==> config.mk <==
export PLATFORM = sky130hd
export DESIGN_NAME = watchdog_overflow_reset
export DESIGN_NICKNAME = d
export VERILOG_FILES = /design/src/rtl/wdt_pkg.sv /design/src/rtl/watchdog_overflow_reset.sv
export SDC_FILE = /design/constraint.sdc
export NUM_CORES = 1
export LEC_CHECK = 0
export BUFFER_PORTS_ARGS = -buffer_cell sky130_fd_sc_hd__buf_2
export CORE_ASPECT_RATIO = 0.8
export CORE_MARGIN = 3
export CORE_UTILIZATION = 50
export DETAILED_ROUTE_END_ITERATION = 6
export GPL_TIMING_DRIVEN = 0
export PLACE_DENSITY = 0.75
export SYNTH_ARGS = -nofsm -noshare
export SYNTH_HDL_FRONTEND = slang
export SYNTH_SLANG_ARGS = --single-unit
==> constraint.sdc <==
create_clock -name core_clk -period 2.15 [get_ports core_clk]
set_input_delay 0.5375 -clock core_clk [delete_from_list [all_inputs] [get_ports core_clk]]
set_output_delay 0.5375 -clock core_clk [all_outputs]
set_load 0.005 [all_outputs]
==> src/rtl/wdt_pkg.sv <==
// watchdog register map, field positions, reset values and timing counts
// assumes an 8-bit peripheral bus with a 16-bit byte address
`default_nettype none
package wdt_pkg;
  localparam logic [15:0] ADDR_CTRL_STATUS = 16'hffbe;
  localparam logic [15:0] ADDR_COUNTER     = 16'hffbf;
  // control/status field positions
  localparam int BIT_INH_CNT_WE   = 7;
  localparam int BIT_CNT_WE       = 6;
  localparam int BIT_INH_REG_WE   = 5;
  localparam int BIT_REG_WE       = 4;
  localparam int BIT_INH_WD_ON    = 3;
  localparam int BIT_WD_ON        = 2;
  localparam int BIT_INH_RST_FLAG = 1;
  localparam int BIT_RST_FLAG     = 0;
  localparam logic [7:0] CTRL_STATUS_RESET = 8'haa;
  localparam logic [7:0] COUNTER_RESET     = 8'h00;
  localparam logic [7:0] COUNTER_MAX       = 8'hff;
  // divided clock and internal reset length, in core_clk cycles
  localparam int DIV_RATIO_DEFAULT  = 8192;
  localparam int RESET_PULSE_CYCLES = 512;
endpackage
`default_nettype wire
==> src/rtl/watchdog_overflow_reset.sv <==
// watchdog: 8-bit up-counter on core_clk/8192, chip reset on overflow
// assumes the cpu bus is synchronous to core_clk and the oscillator
// clock equals core_clk; halt comes from the power-mode logic
`default_nettype none
module watchdog_overflow_reset
  import wdt_pkg::*;
#(
  parameter int DIV_RATIO = wdt_pkg::DIV_RATIO_DEFAULT
) (
  // clock and external reset pin
  input  wire logic        core_clk,
  input  wire logic        resetn,
  // cpu peripheral bus
  input  wire logic [15:0] bus_addr,
  input  wire logic        bus_wr,
  input  wire logic        bus_rd,
  input  wire logic [7:0]  bus_wdata,
  output logic      [7:0]  bus_rdata,
  output logic             bus_hit,
  // power mode: high in watch, subactive, subsleep and standby
  input  wire logic        low_power_halt,
  // internal chip reset request
  output logic             chip_reset_out
);
  import wdt_pkg::*;

  localparam int PW = $clog2(DIV_RATIO);
  localparam int RW = $clog2(RESET_PULSE_CYCLES + 1);
  localparam logic [PW-1:0] PRESC_LAST = PW'(DIV_RATIO - 1);
  localparam logic [RW-1:0] PULSE_LEN  = RW'(RESET_PULSE_CYCLES);

  logic [7:0]    counter_r;
  logic [PW-1:0] presc_r;
  logic [RW-1:0] pulse_cnt_r;
  logic          cnt_we_r;
  logic          reg_we_r;
  logic          wd_on_r;
  logic          rst_flag_r;
  logic [7:0]    rdata_r;

  // address decode
  wire sel_ctrl  = (bus_addr == ADDR_CTRL_STATUS);
  wire sel_cnt   = (bus_addr == ADDR_COUNTER);
  wire wr_ctrl   = bus_wr && sel_ctrl;
  wire wr_cnt    = bus_wr && sel_cnt && cnt_we_r;
  wire in_reset  = (pulse_cnt_r != '0);
  wire running   = wd_on_r && !low_power_halt && !in_reset;
  wire tick      = running && (presc_r == PRESC_LAST);
  // a counter write in the same cycle as a tick wins; count resumes from it
  wire overflow  = tick && !wr_cnt && (counter_r == COUNTER_MAX);

  // inhibit bit must be written 0 in the same access
  wire upd_cnt_we = wr_ctrl && !bus_wdata[BIT_INH_CNT_WE];
  wire upd_reg_we = wr_ctrl && !bus_wdata[BIT_INH_REG_WE];
  wire upd_wd_on  = wr_ctrl && reg_we_r && !bus_wdata[BIT_INH_WD_ON];
  wire clr_flag   = wr_ctrl && reg_we_r && !bus_wdata[BIT_INH_RST_FLAG]
                    && !bus_wdata[BIT_RST_FLAG];

  // inhibit bits always read 1
  wire [7:0] ctrl_view = {1'b1, cnt_we_r, 1'b1, reg_we_r,
                          1'b1, wd_on_r, 1'b1, rst_flag_r};
  wire [7:0] rd_mux = sel_ctrl ? ctrl_view :
                      sel_cnt  ? counter_r : 8'h00;

  assign bus_rdata      = rdata_r;
  assign bus_hit        = sel_ctrl || sel_cnt;
  assign chip_reset_out = in_reset;

  // prescaler; frozen in low-power modes so the phase is kept
  always_ff @(posedge core_clk or negedge resetn) begin
    if (!resetn) begin
      presc_r <= '0;
    end else if (!running) begin
      presc_r <= in_reset ? '0 : presc_r;
    end else begin
      presc_r <= tick ? '0 : presc_r + 1'b1;
    end
  end

  // counter: write, else increment on tick; internal reset clears it
  always_ff @(posedge core_clk or negedge resetn) begin
    if (!resetn) begin
      counter_r <= COUNTER_RESET;
    end else if (in_reset || overflow) begin
      counter_r <= COUNTER_RESET;
    end else if (wr_cnt) begin
      counter_r <= bus_wdata;
    end else if (tick) begin
      counter_r <= counter_r + 8'h01;
    end
  end

  // internal reset pulse length
  always_ff @(posedge core_clk or negedge resetn) begin
    if (!resetn) begin
      pulse_cnt_r <= '0;
    end else if (overflow) begin
      pulse_cnt_r <= PULSE_LEN;
    end else if (in_reset) begin
      pulse_cnt_r <= pulse_cnt_r - 1'b1;
    end
  end

  // control bits; the internal reset returns them to their reset values
  always_ff @(posedge core_clk or negedge resetn) begin
    if (!resetn) begin
      cnt_we_r <= CTRL_STATUS_RESET[BIT_CNT_WE];
      reg_we_r <= CTRL_STATUS_RESET[BIT_REG_WE];
      wd_on_r  <= CTRL_STATUS_RESET[BIT_WD_ON];
    end else if (in_reset || overflow) begin
      cnt_we_r <= CTRL_STATUS_RESET[BIT_CNT_WE];
      reg_we_r <= CTRL_STATUS_RESET[BIT_REG_WE];
      wd_on_r  <= CTRL_STATUS_RESET[BIT_WD_ON];
    end else begin
      if (upd_cnt_we) begin
        cnt_we_r <= bus_wdata[BIT_CNT_WE];
      end
      if (upd_reg_we) begin
        reg_we_r <= bus_wdata[BIT_REG_WE];
      end
      if (upd_wd_on) begin
        wd_on_r <= bus_wdata[BIT_WD_ON];
      end
    end
  end

  // reset flag: the pin reset or a permitted software write of 0 clears it, the internal reset does not; set wins over a clear
  always_ff @(posedge core_clk or negedge resetn) begin
    if (!resetn) begin
      rst_flag_r <= CTRL_STATUS_RESET[BIT_RST_FLAG];
    end else if (overflow) begin
      rst_flag_r <= 1'b1;
    end else if (clr_flag) begin
      rst_flag_r <= 1'b0;
    end
  end

  // registered read data
  always_ff @(posedge core_clk or negedge resetn) begin
    if (!resetn) begin
      rdata_r <= 8'h00;
    end else if (bus_rd) begin
      rdata_r <= rd_mux;
    end
  end

endmodule
`default_nettype wire

Word level (Yosys, flattened, before mapping)
Cells that the tools add are included.
Word-level totals
  word-level logic and storage cells: 65
  bits in registers: 43
Operators by class
  add/sub/neg operators: 3
  reduce and logical (&&, ||, !) cells: 32
  equal/unequal tests: 4
  mux-type cells: 18
Operator list (count)
  $mux W8: 5
  $mux W13: 3
  $eq A16 B16 Y1 const B: 2
  $mux W10: 2
  $logic_and A1 B1 Y1: 14
  $add A13 B1 Y13 const B: 1
  $eq A13 B13 Y1 const B: 1
  $reduce_bool A2 Y1: 6
  $reduce_bool A10 Y1: 1
  $sub A10 B1 Y10 const B: 1
  $add A8 B1 Y8 const B: 1
  $eq A8 B8 Y1 const B: 1
  $logic_not A1 Y1: 8
  $mux W1: 8
  $reduce_bool A3 Y1: 1
  $logic_or A1 B1 Y1: 2

Depth between registers and ports, before layout
Gate-level depths: netlist of run 1.
  word-level depth: 8
  gate-level depth with buffers: 9

Worst setup path after synthesis of run 1
No wires, ideal clock.
  kind: register to register
  from: register presc_r[0]
  to: register counter_r[3]
  arrival: 1842 ps
  required time: 2068 ps
  setup slack: 226 ps
  cell stages (with the launch flop): 7
  library setup time: 82 ps
  path through: dfrtp_1 -> ha_1 -> nand3_2 -> or4_1 -> buf_2 -> or3_1 -> a31oi_1
On the way
  cells in the longest elaborated chain, start to end: 6
  elaborated cells on any way between the ends: 7
  those cells by class: eq/ne (1); mux (1); reduce/logical (5)
RTL lines
  start: declaration: line watchdog_overflow_reset.sv:33  | logic [PW-1:0] presc_r;
  start signal: assignment: line watchdog_overflow_reset.sv:74  | presc_r <= in_reset ? '0 : presc_r;
  start signal: assignment: line watchdog_overflow_reset.sv:76  | presc_r <= tick ? '0 : presc_r + 1'b1;
  $eq A13 B13 Y1 (*): line watchdog_overflow_reset.sv:48  | wire tick = running && (presc_r == PRESC_LAST);
  $logic_and A1 B1 Y1 (*): line watchdog_overflow_reset.sv:48
  $logic_and A1 B1 Y1 (2 in a row): line watchdog_overflow_reset.sv:50  | wire overflow = tick && !wr_cnt && (counter_r == COUNTER_MAX);
  $logic_or A1 B1 Y1: line watchdog_overflow_reset.sv:84  | end else if (in_reset || overflow) begin
  $reduce_bool A3 Y1 (no line) or $mux W8 (tied branches)
  end signal: assignment: line watchdog_overflow_reset.sv:87  | counter_r <= bus_wdata;
  end signal: assignment: line watchdog_overflow_reset.sv:89  | counter_r <= counter_r + 8'h01;
  end: declaration: line watchdog_overflow_reset.sv:32  | logic [7:0] counter_r;
Mark *: on every way between the ends. The rest lies on a longest branch, timed or not.
A chain may end at the register's enable or synchronous reset.

Worst setup path after layout of run 1
  from: register presc_r[1]
  to: register counter_r[3]
Same word-level chain as after synthesis.

==> insert_results.sql, run 1 <==
INSERT INTO impl_metrics (metric_group, metric, value, unit) VALUES
('global_route', 'overflow', '0', ''),
('finish', 'final_util', '64.1', '%'),
('critical_path', 'worst-r2r-setup-slack', '60', 'ps'),
('clocking', 'cts.clk_slew.worst_paths', '80', 'ps'),
('power', 'leakage', '1.36', 'nW'),
('global_route', 'grt_util_all_layers', '20.1', '%'),
('logic_synthesis', 'postSynthNetCount', '276', ''),
('clocking', 'cts_tree', 'done', ''),
('worst_hold_path', 'hold_class', 'primary input to asynchronous set/reset pin', ''),
('floorplan', 'placementRows', '21', ''),
('floorplan', 'die_area', '0.00552', 'mm2'),
('finish', 'layout_common_cells', 'dfrtp_1, buf_2, nand3_1', ''),
('timing', 'timing.final.ws_setup', '60.3', 'ps'),
('logic_synthesis', 'netlist-cell-type-count', '46', ''),
('route', 'num_vias', '1990', ''),
('timing', 'max-slew-margin-rel', '37.9', '%'),
('floorplan', 'chipHeight', '67.1', 'um'),
('logic_synthesis', 'synth-warning-count', '0', ''),
('critical_path', 'critPathArrivalTime', '2310', 'ps'),
('clocking', 'htreeDepth', '2', ''),
('timing', 'finalMaxSlewViolations', '0', ''),
('logic_synthesis', 'ys_dominant_reg_cell', 'dfrtp_1', ''),
('critical_path', 'critical_path.slowest_cell', 'or4_1', ''),
('finish', 'layout_commonest_cell', 'dfrtp_1', ''),
('logic_synthesis', 'ys_async_sr_fraction', '100', '%'),
('critical_path', 'regToRegStartpoint', 'presc_r[1]$_DFFE_PN0P_', ''),
('critical_path', 'critPathMaxFanout', '9', ''),
('critical_path', 'cp-end-kind', 'register', ''),
('route', 'ant_nets', '0', ''),
('timing', 'grt_setup_unrepaired', 'yes', ''),
('logic_synthesis', 'synth.avg_cell_area', '9.59', 'um2'),
('clocking', 'worst_skew_pair.late_latency', '290', 'ps'),
('route', 'drt-wirelength-per-cell', '15.2', 'um'),
('global_route', 'grt_antenna_before_repair', '0', ''),
('critical_path', 'crit_start', 'presc_r[1]$_DFFE_PN0P_', ''),
('global_route', 'grt_start_max_net_pins', '44', ''),
('timing', 'fmaxAchievable', '479', 'MHz'),
('route', 'routed_wirelength', '5280', 'um'),
('timing', 'period_share', '97.2', '%'),
('route', 'routed_via_density', '5.73', ''),
('logic_synthesis', 'post_synth_instance_area', '0.00233', 'mm2'),
('timing', 'final_hold_viol_count', '0', ''),
('place', 'gp_congestion', '0.839', ''),
('critical_path', 'crit_path_max_incr_delay', '540', 'ps'),
('place', 'post-place-ws', '-212', 'ps'),
('finish', 'final_nets', '322', ''),
('clocking', 'cts_made_buffers', '5', ''),
('floorplan', 'core_footprint', '0.00434', 'mm2'),
('timing', 'min_period', '2090', 'ps'),
('place', 'place_area', '0.00259', 'mm2'),
('global_route', 'first_pass_grt_wire_length', '8290', 'um'),
('critical_path', 'critPathKind', 'register to register', ''),
('finish', 'area_growth_syn_to_layout', '19.2', '%'),
('place', 'numPortBuffers', '37', ''),
('global_route', 'first_global_vias', '1758', ''),
('route', 'drtIter0Drc', '148', ''),
('flow_run', 'max_cap_viol_count', '0', ''),
('critical_path', 'worst-r2r-cell-count', '6', ''),
('power', 'ir_drop', '0.336', 'mV'),
('route', 'drc_errors', '0', ''),
('timing', 'hold_slack', '381', 'ps'),
('critical_path', 'setup.worst_path.end', 'counter_r[3]$_DFFE_PN0P_', ''),
('floorplan', 'initial_core_util', '53.8', '%'),
('critical_path', 'timing.rr.end', 'counter_r[3]$_DFFE_PN0P_', ''),
('logic_synthesis', 'synth-seq-cells', '43', ''),
('logic_synthesis', 'synth-edff-count', '0', ''),
('clocking', 'clock-root-buffer', 'clkbuf_8', ''),
('finish', 'post-route-cell-area', '0.00278', 'mm2'),
('place', 'place.detailed.hpwl', '3720', 'um'),
('route', 'drt_first_pass_iters', '4', ''),
('critical_path', 'crit_chain', 'ha_4 -> nand3_4 -> or4_1 -> clkbuf_4 -> or3_1 -> a31oi_1', ''),
('timing', 'timing.final.setup_violations', '0', ''),
('finish', 'antenna-diode-count', '0', ''),
('timing', 'worst_clock_skew', '5.84', 'ps'),
('clocking', 'clock_tree.buffer_depth', '2', ''),
('logic_synthesis', 'netlist_instances', '243', ''),
('timing', 'worst_slew_pin_slew', '931', 'ps'),
('floorplan', 'io_pins', '39', ''),
('clocking', 'numClockSinks', '43', ''),
('critical_path', 'critical_path_required', '2370', 'ps'),
('status', 'status', 'finished, final reports clean', ''),
('logic_synthesis', 'synth-seq-area-share', '46.2', '%'),
('critical_path', 'start_kind', 'register', ''),
('floorplan', 'dieWidth', '82.3', 'um'),
('power', 'power_density', '515', 'mW/mm2'),
('finish', 'post_route_cells_drive_above_1_share', '22.8', '%');
## worst min-delay path by stage
stage / startpoint / end / slack [ps] / cells after the start
floorplan: resetn / bus_rdata[0]$_DFFE_PN0P_ / 240 / 0
global placement: pulse_cnt_r[5]$_DFFE_PN0P_ / pulse_cnt_r[5]$_DFFE_PN0P_ / 480 / 1
detailed placement: pulse_cnt_r[5]$_DFFE_PN0P_ / pulse_cnt_r[5]$_DFFE_PN0P_ / 490 / 1
CTS: resetn / reg_we_r$_DFFE_PN0P_ / 420 / 1
global route: resetn / presc_r[3]$_DFFE_PN0P_ / 450 / 1
finish: resetn / presc_r[3]$_DFFE_PN0P_ / 380 / 1
## stage by stage
stage | std cells | power (mW) | setup TNS [ps]
6_report | 347 | 1.43 | 0
5_1_grt | 347 | 1.48 | -30.7
4_1_cts | 345 | 1.44 | 0
3_5_place_dp | 337 | 0.882 | -2100
3_3_place_gp | 337 | 0.881 | -2580
2_1_floorplan | 243 | 0.836 | 0
## metal layers
layer / track usage, % / wire [um] / vias up
li1: - / - / 973
met1: 28.9 / 2620 / 965
met2: 29.5 / 2350 / 45
met3: 4.59 / 243 / 7
met4: 6.85 / 69 / 0
met5: 0 / 0 / -
## kinds of logic after synthesis
logic type      Yosys count  share of synthesized area (%)
mux                       8                           3.65
buf+inv                  20                           3.38
simple gates            105                           26.6
xor+xnor                 14                           5.26
flops                    43                           46.2
fa+ha+maj                 4                           2.15
compound gates           49                           12.8
## where the power goes
part / total, mW / internal [mW] / switching, mW
combinational: 0.0575 / 0.0230 / 0.0345
sequential: 0.808 / 0.808 / 0.00000668
clock: 0.565 / 0.293 / 0.272
total: 1.43 / 1.12 / 0.306
## Yosys cell counts (all sizes together), types with 4 or more instances
library cell  instances  share of area, %
nand3                20               4.5
ha                    4               2.1
mux2                  4               1.9
o21ai                24               5.2
clkbuf                5              0.81
mux2i                 4               1.7
nand4                 9               2.7
or3                   4               1.1
xor2                 10               3.8
a211o                 4               1.5
dfrtp                43                46
nor3                  7               1.7
inv                  12               1.9
nand2b                5               1.3
nor3b                 4               1.3
and2                  4               1.1
a21oi                 8               1.7
nor2                 11               1.9
nand2                15               2.4
xnor2                 4               1.5
nor2b                 4               1.1
nor4                  4               1.9
and3                  8               2.1
## area by class of cell
class,instances,area [um2]
fillers,377,1560
repair buffers,40,208
plain buffers,7,41.3
flip-flops and latches,43,1080
well taps,57,71.3
multi-input cells,180,1230
inverters,12,50.0
clock buffers,8,100
## what timing repair did
item,in CTS,in global routing
hold buffers,0,0
setup buffers,1,2
setup endpoints to repair,2,13
pin swaps,1,3
gates cloned,0,0
resized for setup,6,9
## state kept, by name, summed over array words and instances, names as in the netlist
signal / count
counter_r: 8
cnt_we_r: 1
presc_r: 13
wd_on_r: 1
pulse_cnt_r: 10
reg_we_r: 1
bus_rdata: 8
rst_flag_r: 1
## critical path, delay by kind of cell (launching register included)
kind	cells	cell delay (ps)
AOI/OAI and AO/OA	1	170
adders and majority gates	1	200
buffers and inverters	1	200
DFF	1	450
and+or+nand+nor	3	1000
No activity file was read; power rests on OpenSTA's default activity.
==> run 2: changes to the inputs <==
- BUFFER_PORTS_ARGS: -buffer_cell sky130_fd_sc_hd__buf_2 -> unset
- DONT_BUFFER_PORTS: unset -> 1
- PLACE_DENSITY: 0.75 -> 0.68
==> run 2 against run 1 <==
Compared with the run above:
- clock skew is 1.6 ps higher
- clock-buffer cell count is 3 lower
- critical endpoint is now chip_reset_out
- routed wire length is 0.21% lower
- largest power group unchanged
- highest routed layer unchanged
- final cell count is 9.8% lower
==> insert_results.sql, run 2 (synthesis results as in run 1) <==
INSERT INTO impl_metrics (metric_group, metric, value, unit) VALUES
('timing', 'worst_clock_skew', '7.45', 'ps'),
('global_route', 'grt_util_all_layers', '20.3', '%'),
('global_route', 'overflow', '0', ''),
('power', 'clock_share_of_power', '42.9', '%'),
('power', 'power_density', '562', 'mW/mm2'),
('route', 'routed_wirelength', '5270', 'um'),
('timing', 'period_share', '96.1', '%'),
('timing', 'grt_setup_unrepaired', 'no', ''),
('critical_path', 'worst-r2r-setup-slack', '120', 'ps'),
('route', 'num_vias', '1890', ''),
('finish', 'post_route_cells_drive_above_1_share', '14.1', '%'),
('timing', 'finalMaxSlewViolations', '0', ''),
('global_route', 'grt_antenna_before_repair', '0', ''),
('timing', 'final_hold_viol_count', '0', ''),
('clocking', 'cts_made_buffers', '5', ''),
('critical_path', 'regToRegStartpoint', 'presc_r[0]$_DFFE_PN0P_', ''),
('finish', 'largest_reg_flops', '13', ''),
('flow_run', 'max_cap_viol_count', '0', ''),
('critical_path', 'crit_start', 'pulse_cnt_r[4]$_DFFE_PN0P_', ''),
('timing', 'timing.final.setup_violations', '0', ''),
('finish', 'layout_commonest_cell', 'dfrtp_1', ''),
('finish', 'biggestRegsByFlops', 'presc_r x13, pulse_cnt_r x10', ''),
('place', 'place.detailed.instances', '300', ''),
('power', 'ir_drop', '0.333', 'mV'),
('route', 'drt-wirelength-per-cell', '16.8', 'um'),
('critical_path', 'cp-end-kind', 'primary output', ''),
('clocking', 'clock-root-buffer', 'clkbuf_8', ''),
('floorplan', 'dieWidth', '82.3', 'um'),
('global_route', 'grt_start_max_net_pins', '44', ''),
('critical_path', 'worst-r2r-cell-count', '6', ''),
('clocking', 'clock_tree.buffer_depth', '2', ''),
('clocking', 'cts_tree', 'done', ''),
('place', 'gp_congestion', '0.816', ''),
('place', 'numPortBuffers', '0', ''),
('finish', 'regMostFlops', 'presc_r', ''),
('route', 'drc_errors', '0', ''),
('power', 'leakage', '1.22', 'nW'),
('finish', 'fill_cells', '373', ''),
('critical_path', 'timing.rr.end', 'pulse_cnt_r[1]$_DFFE_PN0P_', ''),
('critical_path', 'crit_path_max_incr_delay', '440', 'ps'),
('route', 'ant_nets', '0', ''),
('finish', 'antenna-diode-count', '0', ''),
('power', 'final_total_power', '1.47', 'mW'),
('critical_path', 'critical_path.slowest_cell', 'dfrtp_1', ''),
('finish', 'area_growth_syn_to_layout', '12.6', '%'),
('power', 'pwr-share-comb', '2.3', '%'),
('clocking', 'htreeDepth', '2', ''),
('place', 'place.detailed.hpwl', '3640', 'um'),
('clocking', 'cts.clk_slew.worst_paths', '80', 'ps'),
('floorplan', 'die_area', '0.00552', 'mm2'),
('global_route', 'first_global_vias', '1684', ''),
('timing', 'fmaxAchievable', '484', 'MHz'),
('power', 'seq_power_share', '54.8', '%'),
('status', 'status', 'finished, final reports clean', ''),
('critical_path', 'critPathArrivalTime', '1530', 'ps'),
('timing', 'timing.final.ws_setup', '84.3', 'ps'),
('power', 'power_switching', '311', 'uW'),
('finish', 'layout_common_cells', 'dfrtp_1, nand3_1, nand2_1', ''),
('power', 'cellInternalPower', '1.16', 'mW'),
('finish', 'final_nets', '288', ''),
('critical_path', 'critPathKind', 'register to primary output', ''),
('route', 'routed_via_density', '6.04', ''),
('critical_path', 'critical_path_required', '1610', 'ps'),
('floorplan', 'chipHeight', '67.1', 'um'),
('worst_hold_path', 'hold_class', 'primary input to asynchronous set/reset pin', ''),
('finish', 'finish.cell_count_without_fillers', '313', ''),
('floorplan', 'initial_core_util', '53.8', '%'),
('clocking', 'numClockSinks', '43', ''),
('critical_path', 'start_kind', 'register', ''),
('place', 'post-place-ws', '-165', 'ps'),
('timing', 'min_period', '2070', 'ps'),
('floorplan', 'core_footprint', '0.00434', 'mm2'),
('clocking', 'worst_skew_pair.late_latency', '290', 'ps'),
('floorplan', 'placementRows', '21', ''),
('route', 'drtIter0Drc', '82', ''),
('floorplan', 'io_pins', '39', ''),
('power', 'sw_frac_of_total', '21.1', '%'),
('critical_path', 'crit_chain', 'nor4_4 -> and3_4 -> inv_2 -> buf_4', ''),
('route', 'drt_first_pass_iters', '6', ''),
('critical_path', 'critPathMaxFanout', '10', ''),
('timing', 'worst_slew_pin_slew', '534', 'ps'),
('timing', 'max-slew-margin-rel', '64.1', '%'),
('global_route', 'first_pass_grt_wire_length', '8350', 'um');
[run 2: worst max path at each step]
| stage | endpoint | slack [ps] |
|---|---|---|
| floorplan | counter_r[3]$_DFFE_PN0P_ | 230 |
| global placement | counter_r[6]$_DFFE_PN0P_ | -190 |
| detailed placement | counter_r[6]$_DFFE_PN0P_ | -170 |
| CTS | counter_r[3]$_DFFE_PN0P_ | 20 |
| global route | chip_reset_out | 2 |
| finish | chip_reset_out | 80 |
[run 2: layout make-up]
cell class                      instances  area [um2]  area share, %
Tap cell                               57        71.3           2.72
Clock buffer                            5        68.8           2.62
Multi-Input combinational cell        180        1230           46.7
Timing Repair Buffer                    5        50.0           1.91
Buffer                                  8        40.0           1.53
Inverter                               12        45.0           1.72
Clock inverter                          3        43.8           1.67
Sequential cell                        43        1080           41.1
[run 2: what timing repair did]
action,CTS,global route
hold endpoints to repair,43,0
buffers inserted,1,3
endpoints found under the setup margin,2,17
resized for setup,5,10
hold buffers,1,0
pin swaps,1,1
[run 2: stage by stage]
step                      hold WS (ps)  util (%)  instance area, um2  setup TNS (ps)
after detailed placement           243      55.4                2400           -1250
after CTS                         87.7      59.1                2560               0
after global placement             243      55.4                2400           -1660
after floorplan                    242         -                2330               0
final                             82.5      60.5                2620               0
after global routing              79.4      60.5                2620               0
[run 2: metal layers]
layer	wire [um]	track usage, %	up-vias
met4	61	4.98	0
met2	2260	27.7	67
li1	-	-	911
met3	354	4.86	7
met5	0	0	-
met1	2590	31.5	905
[run 2: power by group through the flow]
stage / logic (mW) / registers, mW / clock network [mW]
finish: 0.0337 / 0.808 / 0.633
global route: 0.0391 / 0.808 / 0.688
CTS: 0.0346 / 0.808 / 0.644
detailed placement: 0.0141 / 0.824 / 0
global placement: 0.0139 / 0.824 / 0
floorplan: 0.0119 / 0.824 / 0
[run 2: worst max-delay path, delay by kind of cell, from the launching register on]
family,cells,cell delay [ps]
buf+inv,2,220
simple gates,2,570
flops,1,440
